`config.mk`:
```
export PLATFORM = sky130hd
export DESIGN_NAME = rqc_config
export DESIGN_NICKNAME = d
export VERILOG_FILES = /design/src/rtl/rqc_pkg.sv /design/src/rtl/rqc_config.sv /design/src/rtl/rqc_ref_qualify.sv
export SDC_FILE = /design/constraint.sdc
export NUM_CORES = 1
export LEC_CHECK = 0
export ABC_AREA = 1
export BUFFER_PORTS_ARGS = -buffer_cell sky130_fd_sc_hd__buf_2
export CORE_MARGIN = 5
export CORE_UTILIZATION = 45
export CTS_BUF_LIST = sky130_fd_sc_hd__clkbuf_4
export CTS_CLUSTER_DIAMETER = 60
export DETAILED_ROUTE_END_ITERATION = 16
export PLACE_DENSITY = 0.72
export SLEW_MARGIN = 30
export SYNTH_ARGS = -nofsm -noshare
export SYNTH_HDL_FRONTEND = slang
export SYNTH_SLANG_ARGS = --single-unit
```
`constraint.sdc`:
```
create_clock -name clk_i -period 6.45 [get_ports clk_i]
set_clock_uncertainty 0.15 [all_clocks]
set_input_delay 0 -clock clk_i [delete_from_list [all_inputs] [get_ports clk_i]]
set_output_delay 0 -clock clk_i [all_outputs]
set_load 0.005 [all_outputs]
```
`src/rtl/rqc_pkg.sv`:
```
// reference input qualify configuration: shared constants and types
// assumes byte-wide register accesses synchronous to the 25 MHz clock
`default_nettype none
package rqc_pkg;

  // ----------------------------------------------------------------
  // register byte addresses
  // ----------------------------------------------------------------
  localparam logic [7:0] RQC_ADDR_SETUP   = 8'h0a;
  localparam logic [7:0] RQC_ADDR_DROP    = 8'h0b;
  localparam logic [7:0] RQC_ADDR_ACCEPT  = 8'h0c;
  localparam logic [7:0] RQC_ADDR_LOCK    = 8'h0d;
  localparam logic [7:0] RQC_ADDR_STATUS  = 8'h0e;
  localparam logic [7:0] RQC_ADDR_BASE_HI = 8'h10;
  localparam logic [7:0] RQC_ADDR_BASE_LO = 8'h11;

  // ----------------------------------------------------------------
  // reset values and field layout
  // ----------------------------------------------------------------
  localparam logic [7:0]  RQC_RST_SETUP   = 8'h10;
  localparam logic [7:0]  RQC_RST_DROP    = 8'haa;
  localparam logic [7:0]  RQC_RST_ACCEPT  = 8'h55;
  localparam logic [7:0]  RQC_RST_LOCK    = 8'h00;
  localparam logic [15:0] RQC_RST_BASE    = 16'h9c40;
  localparam int          RQC_NREF        = 4;
  localparam int          RQC_HALVE_LSB   = 0;
  localparam int          RQC_TYPE_LSB    = 4;
  localparam int          RQC_CODE_W      = 2;
  localparam logic [7:0]  RQC_LOCK_ON     = 8'h01;
  localparam logic [7:0]  RQC_LOCK_OFF    = 8'h00;

  // ----------------------------------------------------------------
  // permitted base rates in hertz
  // ----------------------------------------------------------------
  localparam logic [15:0] RQC_BASE_8K     = 16'h1f40;
  localparam logic [15:0] RQC_BASE_16K    = 16'h3e80;
  localparam logic [15:0] RQC_BASE_25K    = 16'h61a8;
  localparam logic [15:0] RQC_BASE_40K    = 16'h9c40;

  // ----------------------------------------------------------------
  // timing: clock rate and drop delays in microseconds
  // ----------------------------------------------------------------
  localparam int unsigned RQC_CLK_MHZ     = 25;
  localparam int unsigned RQC_DROP_MIN_CYC = 1;
  localparam int unsigned RQC_DROP_10MS_US = 10000;
  localparam int unsigned RQC_DROP_50MS_US = 50000;
  localparam int unsigned RQC_DROP_2S5_US  = 2500000;
  localparam int unsigned RQC_CNT_W       = 32;

  // host register request carrier
  typedef struct packed {
    logic       wr;
    logic       rd;
    logic [7:0] addr;
    logic [7:0] wdata;
  } rqc_req_t;

  // one-hot qualifier states
  typedef enum logic [3:0] {
    RQC_ST_QUAL = 4'h1,
    RQC_ST_DROP = 4'h2,
    RQC_ST_DISQ = 4'h4,
    RQC_ST_ACC  = 4'h8
  } rqc_qstate_t;

endpackage
`default_nettype wire

```
`src/rtl/rqc_config.sv`:
```
// reference input qualify configuration registers and per-reference front ends
// assumes a byte-wide host register port synchronous to clk_i, 25 MHz
//
// Behaviour
// - a set halving bit divides that reference clock by two before the PLL
// - set type bit selects differential pins; clear uses positive pin only
// - reference drops a coded delay after coarse frequency or single cycle flag
// - reference returns after both flags clear for 2,4,6 or 8 drop delays
// - delay registers hold four 2-bit fields, reference 0 in the lowest bits
// - writing 0x01 to the lock register freezes sticky status updates
// - writing 0x00 to the lock register resumes sticky status updates
// - any other base rate code acts as 8 kHz
// - multi-byte registers are big-endian: high byte at the lower address
// - qualify timers act on coarse frequency and single cycle fail flags
`default_nettype none
module rqc_config
  import rqc_pkg::*;
#(
  parameter int unsigned DROP_10MS_CYC = RQC_DROP_10MS_US * RQC_CLK_MHZ,
  parameter int unsigned DROP_50MS_CYC = RQC_DROP_50MS_US * RQC_CLK_MHZ,
  parameter int unsigned DROP_2S5_CYC  = RQC_DROP_2S5_US * RQC_CLK_MHZ
) (
  // clock and reset
  input  wire logic                clk_i,
  input  wire logic                arst_n_i,
  // host register port
  input  wire rqc_req_t            reg_req_i,
  output logic [7:0]               reg_rdata_o,
  // reference pins
  input  wire logic [RQC_NREF-1:0] ref_p_i,
  input  wire logic [RQC_NREF-1:0] ref_n_i,
  // monitor flags
  input  wire logic [RQC_NREF-1:0] cfm_fail_i,
  input  wire logic [RQC_NREF-1:0] scm_fail_i,
  // results
  output logic [RQC_NREF-1:0]      ref_pll_o,
  output logic [RQC_NREF-1:0]      ref_qualified_o,
  output logic                     sticky_update_en_o,
  output logic [15:0]              base_rate_hz_o
);

  // ----------------------------------------------------------------
  // register state
  // ----------------------------------------------------------------
  typedef struct packed {
    logic [7:0] setup;
    logic [7:0] drop;
    logic [7:0] accept;
    logic [7:0] lock;
    logic [7:0] base_hi;
    logic [7:0] base_lo;
    logic [7:0] rdata;
  } rqc_regs_t;

  localparam rqc_regs_t RQC_REGS_RST = '{
    setup:   RQC_RST_SETUP,
    drop:    RQC_RST_DROP,
    accept:  RQC_RST_ACCEPT,
    lock:    RQC_RST_LOCK,
    base_hi: RQC_RST_BASE[15:8],
    base_lo: RQC_RST_BASE[7:0],
    rdata:   8'h00
  };

  rqc_regs_t        r_q, r_d;
  logic [15:0]      base_raw;
  logic             base_ok;
  logic [1:0]       drop_code  [RQC_NREF];
  logic [1:0]       accept_code[RQC_NREF];

  // ----------------------------------------------------------------
  // register access
  // ----------------------------------------------------------------

  // byte writes and registered read data
  always_comb begin
    r_d = r_q;
    if (reg_req_i.wr) begin
      case (reg_req_i.addr)
        RQC_ADDR_SETUP:   r_d.setup   = reg_req_i.wdata;
        RQC_ADDR_DROP:    r_d.drop    = reg_req_i.wdata;
        RQC_ADDR_ACCEPT:  r_d.accept  = reg_req_i.wdata;
        RQC_ADDR_LOCK:    r_d.lock    = reg_req_i.wdata;
        RQC_ADDR_BASE_HI: r_d.base_hi = reg_req_i.wdata;
        RQC_ADDR_BASE_LO: r_d.base_lo = reg_req_i.wdata;
        default:          r_d.lock    = r_q.lock;          // unmapped or read-only
      endcase
    end
    if (reg_req_i.rd) begin
      case (reg_req_i.addr)
        RQC_ADDR_SETUP:   r_d.rdata = r_q.setup;
        RQC_ADDR_DROP:    r_d.rdata = r_q.drop;
        RQC_ADDR_ACCEPT:  r_d.rdata = r_q.accept;
        RQC_ADDR_LOCK:    r_d.rdata = r_q.lock;
        RQC_ADDR_STATUS:  r_d.rdata = {3'h0, ~sticky_update_en_o, ref_qualified_o};
        RQC_ADDR_BASE_HI: r_d.rdata = r_q.base_hi;
        RQC_ADDR_BASE_LO: r_d.rdata = r_q.base_lo;
        default:          r_d.rdata = 8'h00;
      endcase
    end
  end

  // register bank
  always_ff @(posedge clk_i or negedge arst_n_i) begin
    if (!arst_n_i) begin
      r_q <= RQC_REGS_RST;
    end else begin
      r_q <= r_d;
    end
  end

  assign reg_rdata_o = r_q.rdata;

  // ----------------------------------------------------------------
  // derived controls
  // ----------------------------------------------------------------

  // sticky status freezes only while the lock holds the lock code
  assign sticky_update_en_o = (r_q.lock != RQC_LOCK_ON);

  // out-of-set base rate codes fall back to 8 kHz
  assign base_raw = {r_q.base_hi, r_q.base_lo};
  assign base_ok  = (base_raw == RQC_BASE_8K)  || (base_raw == RQC_BASE_16K) ||
                    (base_raw == RQC_BASE_25K) || (base_raw == RQC_BASE_40K);
  assign base_rate_hz_o = base_ok ? base_raw : RQC_BASE_8K;

  // ----------------------------------------------------------------
  // per-reference front ends
  // ----------------------------------------------------------------
  for (genvar i = 0; i < RQC_NREF; i++) begin : g_ref
    assign drop_code[i]   = r_q.drop[RQC_CODE_W*i +: RQC_CODE_W];
    assign accept_code[i] = r_q.accept[RQC_CODE_W*i +: RQC_CODE_W];

    rqc_ref_qualify #(
      .DROP_10MS_CYC (DROP_10MS_CYC),
      .DROP_50MS_CYC (DROP_50MS_CYC),
      .DROP_2S5_CYC  (DROP_2S5_CYC)
    ) u_ref (
      .clk_i         (clk_i),
      .arst_n_i      (arst_n_i),
      .ref_p_i       (ref_p_i[i]),
      .ref_n_i       (ref_n_i[i]),
      .cfm_fail_i    (cfm_fail_i[i]),
      .scm_fail_i    (scm_fail_i[i]),
      .halve_i       (r_q.setup[RQC_HALVE_LSB + i]),
      .diff_i        (r_q.setup[RQC_TYPE_LSB + i]),
      .drop_code_i   (drop_code[i]),
      .accept_code_i (accept_code[i]),
      .ref_pll_o     (ref_pll_o[i]),
      .qualified_o   (ref_qualified_o[i])
    );
  end
endmodule
`default_nettype wire

```
`src/rtl/rqc_ref_qualify.sv`:
```
// one reference input: receiver type, halving stage and qualify timers
// assumes pins and monitor flags are synchronous to clk_i
`default_nettype none
module rqc_ref_qualify
  import rqc_pkg::*;
#(
  parameter int unsigned DROP_10MS_CYC = RQC_DROP_10MS_US * RQC_CLK_MHZ,
  parameter int unsigned DROP_50MS_CYC = RQC_DROP_50MS_US * RQC_CLK_MHZ,
  parameter int unsigned DROP_2S5_CYC  = RQC_DROP_2S5_US * RQC_CLK_MHZ
) (
  // clock and reset
  input  wire logic                  clk_i,
  input  wire logic                  arst_n_i,
  // pins and monitor flags
  input  wire logic                  ref_p_i,
  input  wire logic                  ref_n_i,
  input  wire logic                  cfm_fail_i,
  input  wire logic                  scm_fail_i,
  // configuration
  input  wire logic                  halve_i,
  input  wire logic                  diff_i,
  input  wire logic [RQC_CODE_W-1:0] drop_code_i,
  input  wire logic [RQC_CODE_W-1:0] accept_code_i,
  // results
  output logic                       ref_pll_o,
  output logic                       qualified_o
);

  // ----------------------------------------------------------------
  // state
  // ----------------------------------------------------------------
  typedef struct packed {
    rqc_qstate_t          st;
    logic [RQC_CNT_W-1:0] cnt;
    logic                 rx;
    logic                 half;
    logic                 out;
  } rqc_qual_t;

  rqc_qual_t            s_q, s_d;
  logic                 rx_c, rise_c, fail_c;
  logic [RQC_CNT_W-1:0] drop_cyc, acc_cyc;
  logic [34:0]          acc_full;

  // delay selection per code
  always_comb begin
    case (drop_code_i)
      2'h0:    drop_cyc = RQC_CNT_W'(RQC_DROP_MIN_CYC);
      2'h1:    drop_cyc = RQC_CNT_W'(DROP_10MS_CYC);
      2'h2:    drop_cyc = RQC_CNT_W'(DROP_50MS_CYC);
      default: drop_cyc = RQC_CNT_W'(DROP_2S5_CYC);
    endcase
    acc_full = {3'h0, drop_cyc} * 35'(4'({accept_code_i, 1'b0}) + 4'h2);
    acc_cyc  = acc_full[RQC_CNT_W-1:0];
  end

  // receiver, halving and qualify state machine
  always_comb begin
    rx_c   = diff_i ? (ref_p_i & ~ref_n_i) : ref_p_i;
    rise_c = rx_c & ~s_q.rx;
    fail_c = cfm_fail_i | scm_fail_i;
    s_d      = s_q;
    s_d.rx   = rx_c;
    s_d.half = s_q.half ^ rise_c;
    s_d.out  = halve_i ? (s_q.half ^ rise_c) : rx_c;
    case (s_q.st)
      RQC_ST_QUAL: begin
        if (fail_c) begin
          s_d.st  = RQC_ST_DROP;
          s_d.cnt = RQC_CNT_W'(1);
        end
      end
      RQC_ST_DROP: begin
        if (!fail_c) begin
          s_d.st = RQC_ST_QUAL;
        end else if (s_q.cnt >= drop_cyc) begin
          s_d.st = RQC_ST_DISQ;
        end else begin
          s_d.cnt = s_q.cnt + RQC_CNT_W'(1);
        end
      end
      RQC_ST_DISQ: begin
        if (!fail_c) begin
          s_d.st  = RQC_ST_ACC;
          s_d.cnt = RQC_CNT_W'(1);
        end
      end
      RQC_ST_ACC: begin
        if (fail_c) begin
          s_d.st = RQC_ST_DISQ;
        end else if (s_q.cnt >= acc_cyc) begin
          s_d.st = RQC_ST_QUAL;
        end else begin
          s_d.cnt = s_q.cnt + RQC_CNT_W'(1);
        end
      end
      default: s_d.st = RQC_ST_QUAL;
    endcase
  end

  // state register
  always_ff @(posedge clk_i or negedge arst_n_i) begin
    if (!arst_n_i) begin
      s_q <= '{st: RQC_ST_QUAL, cnt: '0, rx: 1'b0, half: 1'b0, out: 1'b0};
    end else begin
      s_q <= s_d;
    end
  end

  assign ref_pll_o   = s_q.out;
  assign qualified_o = (s_q.st == RQC_ST_QUAL) || (s_q.st == RQC_ST_DROP);

  // ----------------------------------------------------------------
  // checks
  // ----------------------------------------------------------------
  logic [RQC_CNT_W-1:0] fail_run_q, ok_run_q;

  // consecutive fail and clean cycle counts for the timer checks
  always_ff @(posedge clk_i or negedge arst_n_i) begin
    if (!arst_n_i) begin
      fail_run_q <= '0;
      ok_run_q   <= '0;
    end else begin
      fail_run_q <= fail_c ? fail_run_q + RQC_CNT_W'(1) : '0;
      ok_run_q   <= fail_c ? '0 : ok_run_q + RQC_CNT_W'(1);
    end
  end
endmodule
`default_nettype wire

```
# Yosys cells after proc, flatten, opt, wreduce, memory -nomap -nowiden
# Index checks and enable logic that the tools add are counted.
[word_totals]
reg_bits = 212
output_inout_bits = 33
elab_cells = 231
[op_classes]
add_sub_neg = 8
mul = 4
order_cmp = 8
eq_ne = 68
muxes = 62
n_bitwise = 25
reduce_logical = 29
[ops]
columns = ["cell", "count"]
rows = [
  ["32-bit 2-to-1 mux", 16],
  ["32-bit case mux with 4 select lines", 4],
  ["26-bit case mux with 3 select lines", 4],
  ["36-bit 2-to-1 mux", 8],
  ["26-bit by 35-bit multiplier with 32-bit output", 4],
  ["32-bit by 1-bit adder with 32-bit output (second input constant)", 4],
  ["32-bit by 26-bit greater-or-equal comparator with 1-bit output", 4],
  ["32-bit greater-or-equal comparator", 4],
  ["4-bit 2-to-1 mux", 16],
  ["4-bit case mux with 4 select lines", 4],
  ["8-bit case mux with 7 select lines", 1],
  ["8-bit by 4-bit equality test with 1-bit output (second input constant)", 5],
  ["2-bit != test (second input constant)", 16],
  ["7-bit AND reduction", 4],
  ["3-bit by 2-bit adder with 4-bit output (second input constant)", 4],
  ["16-bit by 13-bit equality test with 1-bit output (second input constant)", 1],
  ["16-bit by 14-bit equality test with 1-bit output (second input constant)", 1],
  ["16-bit by 15-bit equality test with 1-bit output (second input constant)", 1],
  ["16-bit equality test (second input constant)", 1],
  ["4-bit by 1-bit equality test with 1-bit output (second input constant)", 4],
  ["4-bit by 2-bit equality test with 1-bit output (second input constant)", 4],
  ["4-bit by 3-bit equality test with 1-bit output (second input constant)", 4],
  ["4-bit equality test (second input constant)", 4],
  ["8-bit by 5-bit equality test with 1-bit output (second input constant)", 2],
  ["17 further kinds", 84],
]

# Depth between registers and ports, before layout
# Gate-level depths: netlist of the first run.
[logic_depth]
depth_word = 7
mapped_depth = 32
mapped_depth_nobuf = 30

# Hierarchy
# A second synthesis of the first run with hierarchy kept.
[unflattened]
hier_cells = 4006
hier_area_um2 = 26789.4
[modules_own_cells]
columns = ["mod", "n_inst", "cells_per_inst", "area_each_um2", "seq_area_each_um2"]
rows = [
  ["rqc_ref_qualify (g_ref[1].u_ref)", 1, 901, 5954.5, 977.2],
  ["rqc_ref_qualify (g_ref[0].u_ref)", 1, 894, 5935.7, 977.2],
  ["rqc_ref_qualify (g_ref[2].u_ref)", 1, 898, 5933.2, 977.2],
  ["rqc_ref_qualify (g_ref[3].u_ref)", 1, 897, 5911.9, 977.2],
  ["rqc_config", 1, 416, 3054.2, 1418.9],
]

# Least setup slack after synthesis of the first run
# Ideal clock, no wire load.
[synth_path]
path_type = "reg-to-reg"
from = "register r_q (netlist bit accept_code[7])"
to = "register g_ref[0].u_ref.s_q[22] (netlist name)"
setup_ns = 0.117
arrival_ns = 4.838
setup_slack_ns = 1.345
stages_incl_launch_ff = 30
period_less_slack_ns = 5.105
path_cell_list = "dfrtp_1 -> ha_1 -> clkbuf_1 -> nand2_1 -> xor2_1 -> ha_1 -> or2_2 -> ha_1 -> ha_1 -> fa_1 -> nand3_1 -> nand2_1 -> nand2_1 -> o211ai_1 -> a21boi_0 -> o21bai_1 -> xnor2_1 -> ha_1 -> nand2_1 -> nor2_1 -> and2_1 -> nand2_1 -> nand2_1 -> nor2_1 -> nand2_1 -> nand2_1 -> nand3_1 -> buf_2 -> nand2_1 -> nand2_1"
[synth_between]
elab_chain_len = 5
[synth_rtl]
columns = ["item", "line_no", "rtl"]
rows = [
  ["start: declaration", "rqc_config.sv:65", "rqc_regs_t r_q, r_d;"],
  ["start signal: assignment", "rqc_config.sv:108", "r_q <= r_d;"],
  ["3-bit by 2-bit adder with 4-bit output", "rqc_ref_qualify.sv:53", "acc_full = {3'h0, drop_cyc} * 35'(4'({accept_code_i, 1'b0}) + 4'h2);"],
  ["26-bit by 35-bit multiplier with 32-bit output", "rqc_ref_qualify.sv:53", ""],
  ["32-bit greater-or-equal comparator", "rqc_ref_qualify.sv:91", "end else if (s_q.cnt >= acc_cyc) begin"],
  ["2-bit != test (no line)", "--", ""],
  ["7-bit AND reduction (no line)", "--", ""],
  ["end signal: assignment", "rqc_ref_qualify.sv:104", "s_q <= '{st: RQC_ST_QUAL, cnt: '0, rx: 1'b0, half: 1'b0, out: 1'b0};"],
  ["end: declaration", "rqc_ref_qualify.sv:40", "rqc_qual_t s_q, s_d;"],
]
# Every way passes these cells.
# A chain may end at the register's enable or synchronous reset.

# Final worst setup path of the first run
[layout_path]
from = "register r_q (netlist bit accept_code[0])"
to = "register g_ref[3].u_ref.s_q[8] (netlist name)"
[layout_between]
elab_chain_len = 5
[layout_rtl]
columns = ["item", "line_no"]
rows = [
  ["3-bit by 2-bit adder with 4-bit output", "rqc_ref_qualify.sv:53"],
  ["26-bit by 35-bit multiplier with 32-bit output", "rqc_ref_qualify.sv:53"],
  ["32-bit greater-or-equal comparator", "rqc_ref_qualify.sv:91"],
  ["2-bit != test (no line)", "--"],
  ["7-bit AND reduction (no line)", "--"],
  ["end signal: assignment", "rqc_ref_qualify.sv:104"],
  ["end: declaration", "rqc_ref_qualify.sv:40"],
]
# Every way passes these cells.

==> Implementation_results.wiki, run 1 <==
{| class="wikitable"
! Metric !! Value
|-
| Chip Height || 252.2 um
|-
| CP max FO || 20
|-
| Htree depth || 3
|-
| Wire length of the first global-routing pass || 123200 um
|-
| Yosys top cell by area || sky130_fd_sc_hd__ha_1
|-
| Synth Area per Inst || 6.656 um2
|-
| Count of filler cells inserted in the layout || 5843
|-
| Site Rows || 88
|-
| Critical path's most frequent cell || sky130_fd_sc_hd__nand2_1
|-
| Slew at the pin closest to its max-slew limit || 0.9007 ns
|-
| Setup repair after global routing missed its margin || false
|-
| Maximum number of pins on one net before global-route repair || 101
|-
| Final sum of negative setup slack || 0 ns
|-
| Proportion of netlist area held by the largest area contributor || 21.32%
|-
| Setup CP Type || reg2reg
|-
| Number of slew-limit violations in the final report || 0
|-
| Class of the most critical hold timing path || in2reg
|-
| Relative slew slack || approximately two fifths
|-
| Critical Path End Type || register
|-
| ANT nets after route || 0
|-
| Seq cells post-synth || 212
|-
| Via count of the first global-routing pass || 25100
|-
| Sequential cell area fraction in the yosys report || between 20% and 30%
|-
| Slowest cell on crit path || sky130_fd_sc_hd__dfstp_2
|-
| Post-route core utilization || 50.56%
|-
| Via/cell ratio || around 5.3
|-
| Clock tree buffer depth || 3
|-
| Core footprint || 0.05792 mm2
|-
| Total half-perimeter wirelength after legalization and detailed placement || 57400 um
|-
| Element type at the critical path start || register
|-
| DRT Pass-1 Iters || 5
|-
| Ranking of synthesized cells by area || sky130_fd_sc_hd__ha_1, sky130_fd_sc_hd__dfrtp_1, sky130_fd_sc_hd__nand2_1
|-
| TritonCTS clock tree || done
|-
| Number of ports placed on the die boundary || 69
|-
| Count of input and output buffers || 64
|-
| Proportion of synthesized flip-flops having asynchronous set or reset || 100.0%
|-
| Die Wd || 252.2 um
|-
| Static leakage || about 16 nW
|-
| Cell Pwr Density || 164.1 mW/mm2
|-
| Standard cell area after detailed placement || 0.02740 mm2
|-
| Primary flip-flop cell chosen by synthesis mapping || sky130_fd_sc_hd__dfrtp_1
|-
| Clock latency reported for the late side of the worst-skew pair || 0.79 ns
|-
| Final Hold Viols || 0
|-
| Tot GR Track Use || 22.89%
|-
| Distinct cell type count of the synthesized netlist || 54
|-
| Peak VDD IR || about 0.22 mV
|-
| Clock slew at the register clock pins of the worst setup and hold paths || around 0.060 ns
|-
| # setup viols final || 0
|-
| Sink count of the clock tree || about 210
|-
| Slowest stage delay, CP || 0.64 ns
|-
| Buffer type at the clock tree root || sky130_fd_sc_hd__clkbuf_4
|-
| Number of enable-type register cells in the synthesized netlist || 0
|-
| Post-CTS setup-driven buffer insertion count || 0
|-
| Number of buffers created by CTS || 67
|-
| Data arrival time at the worst-slack endpoint || 6.51 ns
|-
| Crit path required time || 6.94 ns
|-
| Number of nets in the finished design || around 4600
|-
| Vias post-DR || 26370
|-
| Maxcap violations || 0
|-
| Run status || complete, no violations
|-
| Proportion of layout cells with a drive suffix above 1 || 6.753%
|-
| Post-route clock period utilization || a little over 90%
|-
| Yosys warns || 0
|-
| Area of the die || 0.06362 mm2
|-
| Clock period minus worst slack || 6.016 ns
|-
| Remaining global-route overflow || 0
|-
| Post-synthesis instance area || 0.02640 mm2
|-
| Starting density of the core || 45.59%
|-
| Area growth from synthesis to layout || 10.89%
|-
| Maximum operating frequency || 0.1662 GHz
|-
| Syn Inst Count || 3967
|-
| DR WL/cell || 14.99 um
|-
| Drt first-iter violations || 2139
|-
| Remaining routing DRC violations || 0
|-
| Routability congestion estimate from global placement || 0.9337
|-
| Initial antenna violation count || 2
|-
| Cell area after layout || 0.02928 mm2
|-
| Total wire length || 74320 um
|}
==> worst max-delay path, delay by kind of cell, from the launching register on <==
kind            cells  cell delay [ns]
compound gates      2             0.38
fa+ha+maj           6             1.82
simple gates       19             2.37
xor+xnor            1             0.25
buf+inv             2             0.29
flops               1             0.64
==> Yosys cell counts, types with 2 or more instances <==
library cell and count:
sky130_fd_sc_hd__a21o_1 21, sky130_fd_sc_hd__xor2_1 105, sky130_fd_sc_hd__fa_1 12, sky130_fd_sc_hd__o211ai_1 2, sky130_fd_sc_hd__o21ai_0 134, sky130_fd_sc_hd__nand3b_1 5, sky130_fd_sc_hd__o22ai_1 8, sky130_fd_sc_hd__nor3_1 89
sky130_fd_sc_hd__nand2_2 3, sky130_fd_sc_hd__a31oi_1 11, sky130_fd_sc_hd__xnor2_1 80, sky130_fd_sc_hd__nand3_1 203, sky130_fd_sc_hd__mux2_2 2, sky130_fd_sc_hd__buf_6 6, sky130_fd_sc_hd__dfstp_2 18, sky130_fd_sc_hd__o21bai_1 24
sky130_fd_sc_hd__dfrtp_1 194, sky130_fd_sc_hd__nor3_2 9, sky130_fd_sc_hd__ha_1 450, sky130_fd_sc_hd__inv_1 414, sky130_fd_sc_hd__a21boi_0 8, sky130_fd_sc_hd__o21a_1 8, sky130_fd_sc_hd__nand2_1 1158, sky130_fd_sc_hd__nor3b_1 13
sky130_fd_sc_hd__nor2_1 500, sky130_fd_sc_hd__nor4_1 12, sky130_fd_sc_hd__buf_4 23, sky130_fd_sc_hd__inv_2 7, sky130_fd_sc_hd__or2_2 34, sky130_fd_sc_hd__o21ai_1 2, sky130_fd_sc_hd__o31ai_1 2, sky130_fd_sc_hd__a211oi_1 3
sky130_fd_sc_hd__nor2_2 5, sky130_fd_sc_hd__clkbuf_1 36, sky130_fd_sc_hd__a21oi_1 199, sky130_fd_sc_hd__buf_2 25, sky130_fd_sc_hd__and3_1 4, sky130_fd_sc_hd__nand4_1 122
==> state kept, by name, indices dropped and copies added, names as in the netlist <==
signal	cells
accept_code	8
reg_rdata_o	8
drop_code	8
g_ref.u_ref.ref_pll_o	4
base_raw	16
g_ref.u_ref.s_q	152
r_q	16
==> layout make-up <==
type	count	area [um2]	share of cell area [%]
sequential	212	5328	18.20
multi-input combinational	3246	19030	64.98
antenna	2	5.005	0.01709
clock buffer	95	713.2	2.436
inverter	421	1580	5.397
timing repair buffer	192	1567	5.350
tap	765	957.2	3.269
clock inverter	25	102.6	0.3504
==> cells in the final DEF, fill, tap and decap left out, types with 4 or more instances in the layout <==
cell	synthesis	routed
sky130_fd_sc_hd__buf_2	25	63
sky130_fd_sc_hd__or2_2	34	34
sky130_fd_sc_hd__nor3b_1	13	13
sky130_fd_sc_hd__nand3b_1	5	5
sky130_fd_sc_hd__dlygate4sd3_1	0	102
sky130_fd_sc_hd__dfstp_2	18	18
sky130_fd_sc_hd__a21oi_1	199	199
sky130_fd_sc_hd__inv_2	7	11
sky130_fd_sc_hd__a21o_1	21	21
sky130_fd_sc_hd__nor3_2	9	8
sky130_fd_sc_hd__o21bai_1	24	24
sky130_fd_sc_hd__nor4_1	12	12
sky130_fd_sc_hd__nand2_2	3	6
sky130_fd_sc_hd__a31oi_1	11	11
sky130_fd_sc_hd__nor3_1	89	89
sky130_fd_sc_hd__and3_1	4	4
sky130_fd_sc_hd__ha_1	450	449
sky130_fd_sc_hd__xor2_1	105	105
sky130_fd_sc_hd__nor2_2	5	6
sky130_fd_sc_hd__clkinv_2	0	4
sky130_fd_sc_hd__conb_1	1	4
sky130_fd_sc_hd__nand3_1	203	203
sky130_fd_sc_hd__o22ai_1	8	8
sky130_fd_sc_hd__buf_4	23	25
sky130_fd_sc_hd__clkinv_1	0	17
sky130_fd_sc_hd__nand2_1	1158	1155
sky130_fd_sc_hd__nor2_1	500	499
sky130_fd_sc_hd__nand4_1	122	122
sky130_fd_sc_hd__clkbuf_4	0	95
sky130_fd_sc_hd__inv_1	414	413
sky130_fd_sc_hd__xnor2_1	80	80
sky130_fd_sc_hd__a21boi_0	8	8
sky130_fd_sc_hd__dfrtp_1	194	194
sky130_fd_sc_hd__fa_1	12	12
sky130_fd_sc_hd__o21a_1	8	8
sky130_fd_sc_hd__o21ai_0	134	134
==> kinds of logic after synthesis <==
kind of cell / after synthesis / share of synthesized area, %
xor gates and xnor gates: 185 / 6.137
AOI/OAI and AO/OA: 429 / 8.989
adders and majority gates: 462 / 22.23
and+or+nand+nor: 2164 / 34.47
other: 1 / 0.01420
DFF: 212 / 20.18
buffers and inverters: 512 / 7.895
muxes: 2 / 0.08529
==> final timing paths <==
check | startpoint | endpoint | slack, ns | depth (start not counted)
setup / recovery | accept_code[0]$_DFFE_PN1P_ | g_ref[3].u_ref.s_q[8]$_DFFE_PN0P_ | 0.43 | 30
setup reg to reg | accept_code[0]$_DFFE_PN1P_ | g_ref[3].u_ref.s_q[8]$_DFFE_PN0P_ | 0.43 | 30
hold / removal | reg_req_i[16] | reg_rdata_o[6]$_DFFE_PN0P_ | 0.07 | 5
min in group asynchronous | arst_n_i | drop_code[7]$_DFFE_PN1P_ | 0.26 | 3
max in group asynchronous | arst_n_i | base_raw[2]$_DFFE_PN0P_ | 5.00 | 4
hold reg to reg | g_ref[3].u_ref.s_q[1]$_DFF_PN0_ | g_ref[3].u_ref.s_q[1]$_DFF_PN0_ | 0.32 | 1
==> power breakdown <==
part           internal (mW)  leakage [nW]  switching (mW)
combinational          0.532          12.2            1.36
clock                  0.681         0.495           0.685
sequential              1.45          2.81          0.0993
total                   2.66          15.5            2.15
==> routing by layer <==
layer  up-vias  GRT usage [%]  share of wire [%]
li1      13410              -                  -
met3       164          3.272                5.7
met1     12020          31.09                 46
met5         -              0                  0
met4         0          7.909                3.2
met2       778          37.44                 45
==> what timing repair did <==
action,in CTS,in global routing
resized for setup,0,4
endpoints found under the hold margin,359,0
hold buffers,103,0
setup endpoints to repair,0,50
==> through the flow <==
stage | cells | hold WS, ns | setup slack (ns) | power [mW]
2_1_floorplan | 3970 | -0.4456 | 1.345 | 2.973
3_3_place_gp | 4733 | -0.03380 | 0.3681 | 3.383
3_5_place_dp | 4733 | -0.02929 | 0.3996 | 3.395
4_1_cts | 4956 | 0.003431 | 0.3827 | 4.831
5_1_grt | 4957 | 0.05757 | 0.009782 | 5.150
6_report | 4958 | 0.06564 | 0.4340 | 4.806
(Power assumes the default switching activity.)
==> run 2, diff against run 1 <==
--- a/config.mk
+++ b/config.mk
@@ -6,13 +6,13 @@
 export NUM_CORES = 1
 export LEC_CHECK = 0
 export ABC_AREA = 1
-export BUFFER_PORTS_ARGS = -buffer_cell sky130_fd_sc_hd__buf_2
 export CORE_MARGIN = 5
 export CORE_UTILIZATION = 45
 export CTS_BUF_LIST = sky130_fd_sc_hd__clkbuf_4
 export CTS_CLUSTER_DIAMETER = 60
 export DETAILED_ROUTE_END_ITERATION = 16
-export PLACE_DENSITY = 0.72
+export DONT_BUFFER_PORTS = 1
+export PLACE_DENSITY = 0.71
 export SLEW_MARGIN = 30
 export SYNTH_ARGS = -nofsm -noshare
 export SYNTH_HDL_FRONTEND = slang
==> run 2 against run 1 <==
Effect of this change: total power shrank 0.78%; sequential cell count unchanged; final area down 1.5%; via count fell by 1.1%; sequential power barely moved; worst setup slack improved by 0.054 ns; clock-buffer cell count is 2 lower; worst hold slack improved by 0.040 ns; register-to-register slack gained 0.05 ns; clock power about the same; core utilization shrank 0.74 points; critical path type unchanged; largest power group unchanged.
==> Implementation_results.wiki, run 2 (synthesis gave the netlist of run 1 again) <==
{| class="wikitable"
! Metric !! Value
|-
| Run status || complete, no violations
|-
| Footprint of the multi-input gates || 0.01902 mm2
|-
| Area of the die || 0.06362 mm2
|-
| Proportion of layout cells with a drive suffix above 1 || 5.309%
|-
| Element type at the critical path start || register
|-
| Site Rows || 88
|-
| Static leakage || about 15 nW
|-
| Largest Register || g_ref.u_ref.s_q
|-
| Post-route clock period utilization || 92.43%
|-
| Cell Pwr Density || 165.3 mW/mm2
|-
| R2R Setup Slk || 0.49 ns
|-
| Finished Layout Cells || roughly 4900
|-
| Number of slew-limit violations in the final report || 0
|-
| Worst slack on hold paths || 0.1058 ns
|-
| Post-route worst setup slack || 0.4883 ns
|-
| Clock period minus worst slack || 5.962 ns
|-
| Chip Height || about 250 um
|-
| Post-route core utilization || between 40% and 50%
|-
| Clock tree buffer depth || 3
|-
| Post-CTS setup-driven buffer insertion count || 0
|-
| Sink count of the clock tree || 212
|-
| Maxcap violations || 0
|-
| ANT nets after route || 0
|-
| # setup viols final || 0
|-
| Worst R2R Path Depth || 27
|-
| Starting density of the core || 45.59%
|-
| Setup CP Type || reg2reg
|-
| Commonest cells after routing, fill and taps aside || sky130_fd_sc_hd__nand2_1, sky130_fd_sc_hd__nor2_1, sky130_fd_sc_hd__ha_1
|-
| Critical path destination || g_ref[0].u_ref.s_q[30]$_DFFE_PN0P_
|-
| Data arrival time at the worst-slack endpoint || 6.54 ns
|-
| PnR Total Power || 4.769 mW
|-
| Number of ports placed on the die boundary || 69
|-
| Clock latency reported for the late side of the worst-skew pair || 0.84 ns
|-
| Number of buffers created by CTS || around 60
|-
| Htree depth || 2
|-
| Peak VDD IR || 0.2867 mV
|-
| Storage element area || 0.005328 mm2
|-
| Slew at the pin closest to its max-slew limit || 0.9831 ns
|-
| Maximum operating frequency || 0.1677 GHz
|-
| TritonCTS clock tree || done
|-
| Final sum of negative setup slack || 0 ns
|-
| Standard cell area after detailed placement || 0.02706 mm2
|-
| Number of nets in the finished design || 4554
|-
| Leading cell type in the layout, fill and taps excluded || sky130_fd_sc_hd__nand2_1
|-
| Remaining global-route overflow || 0
|-
| Final Hold Viols || 0
|-
| Die Wd || 252.2 um
|-
| Cell area after layout || 0.02885 mm2
|-
| Buffer type at the clock tree root || sky130_fd_sc_hd__clkbuf_4
|-
| CP max FO || 31
|-
| Count of filler cells inserted in the layout || 5896
|-
| Remaining routing DRC violations || 0
|-
| DRT Pass-1 Iters || 8
|-
| Startpoint of the worst-slack reg-to-reg timing path || accept_code[6]$_DFFE_PN1P_
|-
| Drt first-iter violations || 2099
|-
| Crit path required time || 7.03 ns
|-
| Clock slew at the register clock pins of the worst setup and hold paths || ~0.070 ns
|-
| Class of the most critical hold timing path || in2reg
|-
| Vias post-DR || around 26000
|-
| Launch point of the worst path || accept_code[6]$_DFFE_PN1P_
|-
| Minimum setup slack after placement || 0.3807 ns
|-
| Total half-perimeter wirelength after legalization and detailed placement || 57620 um
|-
| DR WL/cell || 15.35 um
|-
| Count of input and output buffers || 0
|-
| Setup repair after global routing missed its margin || false
|-
| Max FFs per register || ~150
|-
| Routability congestion estimate from global placement || 0.9774
|-
| Area growth from synthesis to layout || 9.264%
|-
| Initial antenna violation count || 4
|-
| Number of cells in the design after placement || between 4000 and 5000
|-
| Destination of the worst register-to-register timing path || g_ref[0].u_ref.s_q[30]$_DFFE_PN0P_
|-
| Core footprint || 0.05792 mm2
|-
| Via/cell ratio || 5.353
|-
| Wire length of the first global-routing pass || 123400 um
|-
| Via count of the first global-routing pass || between 20000 and 25000
|-
| Maximum number of pins on one net before global-route repair || between 150 and 200
|-
| Total wire length || approximately 75000 um
|-
| Tot GR Track Use || a little under a quarter
|-
| Relative slew slack || between 30% and 40%
|-
| Critical Path End Type || register
|}
run 2: report_power, final:
part | switching, mW | leakage (nW) | internal, mW
sequential | 0.100 | 2.81 | 1.45
clock | 0.667 | 0.494 | 0.702
combinational | 1.35 | 11.9 | 0.503
total | 2.12 | 15.2 | 2.65
run 2: routing by layer:
metal,routed length [um],global-route usage [%],vias to the layer above
met3,4639,3.509,145
met2,33600,37.76,754
li1,-,-,13230
met5,30,0,-
met1,34610,31.31,11950
met4,1949,6.576,4
run 2: repair_timing:
| action | 4_1_cts | 5_1_grt |
|---|---|---|
| hold buffers | 89 | 0 |
| gates resized for setup | 0 | 3 |
| setup endpoints to repair | 0 | 40 |
| hold endpoints to repair | 414 | 0 |
run 2: worst min path at each step:
stage	start	slack, ns	end	cells after the start
floorplan	arst_n_i	-0.45	accept_code[1]$_DFFE_PN0P_	0
global placement	arst_n_i	-0.44	g_ref[1].u_ref.s_q[33]$_DFFE_PN0P_	0
detailed placement	arst_n_i	-0.43	g_ref[1].u_ref.s_q[33]$_DFFE_PN0P_	0
CTS	reg_req_i[15]	0.008	reg_rdata_o[3]$_DFFE_PN0P_	7
global route	reg_req_i[15]	0.13	reg_rdata_o[3]$_DFFE_PN0P_	7
finish	reg_req_i[15]	0.11	reg_rdata_o[3]$_DFFE_PN0P_	7
run 2: worst max-delay path, stage by stage (launching register included):
cell,delay [ns]
sky130_fd_sc_hd__dfstp_2,0.66
sky130_fd_sc_hd__ha_2,0.35
sky130_fd_sc_hd__nand2_1,0.26
sky130_fd_sc_hd__xor2_1,0.28
sky130_fd_sc_hd__ha_1,0.22
sky130_fd_sc_hd__or2_2,0.29
sky130_fd_sc_hd__ha_1,0.28
sky130_fd_sc_hd__ha_1,0.26
sky130_fd_sc_hd__fa_1,0.42
sky130_fd_sc_hd__nand3_1,0.09
sky130_fd_sc_hd__nand2_1,0.13
sky130_fd_sc_hd__nand2_1,0.09
sky130_fd_sc_hd__o211ai_1,0.12
sky130_fd_sc_hd__a21boi_0,0.32
sky130_fd_sc_hd__o21bai_1,0.13
sky130_fd_sc_hd__xnor2_1,0.21
sky130_fd_sc_hd__ha_1,0.27
sky130_fd_sc_hd__nand2_1,0.06
sky130_fd_sc_hd__nor2_1,0.03
sky130_fd_sc_hd__and2_1,0.18
sky130_fd_sc_hd__nand3_1,0.10
sky130_fd_sc_hd__nand2_1,0.05
sky130_fd_sc_hd__nor2_1,0.19
sky130_fd_sc_hd__nand2_1,0.08
sky130_fd_sc_hd__nand2_1,0.11
sky130_fd_sc_hd__buf_4,0.35
sky130_fd_sc_hd__nand4_1,0.14
sky130_fd_sc_hd__nand2_1,0.09
run 2: area by class of cell:
type / count / share of cell area, %
clock inverters: 20 / 0.4294
clock buffers: 93 / 2.420
inverters: 421 / 5.478
diodes: 2 / 0.01735
multi-input cells: 3246 / 65.94
well taps: 765 / 3.318
repair buffers: 114 / 3.929
flip-flops and latches: 212 / 18.47
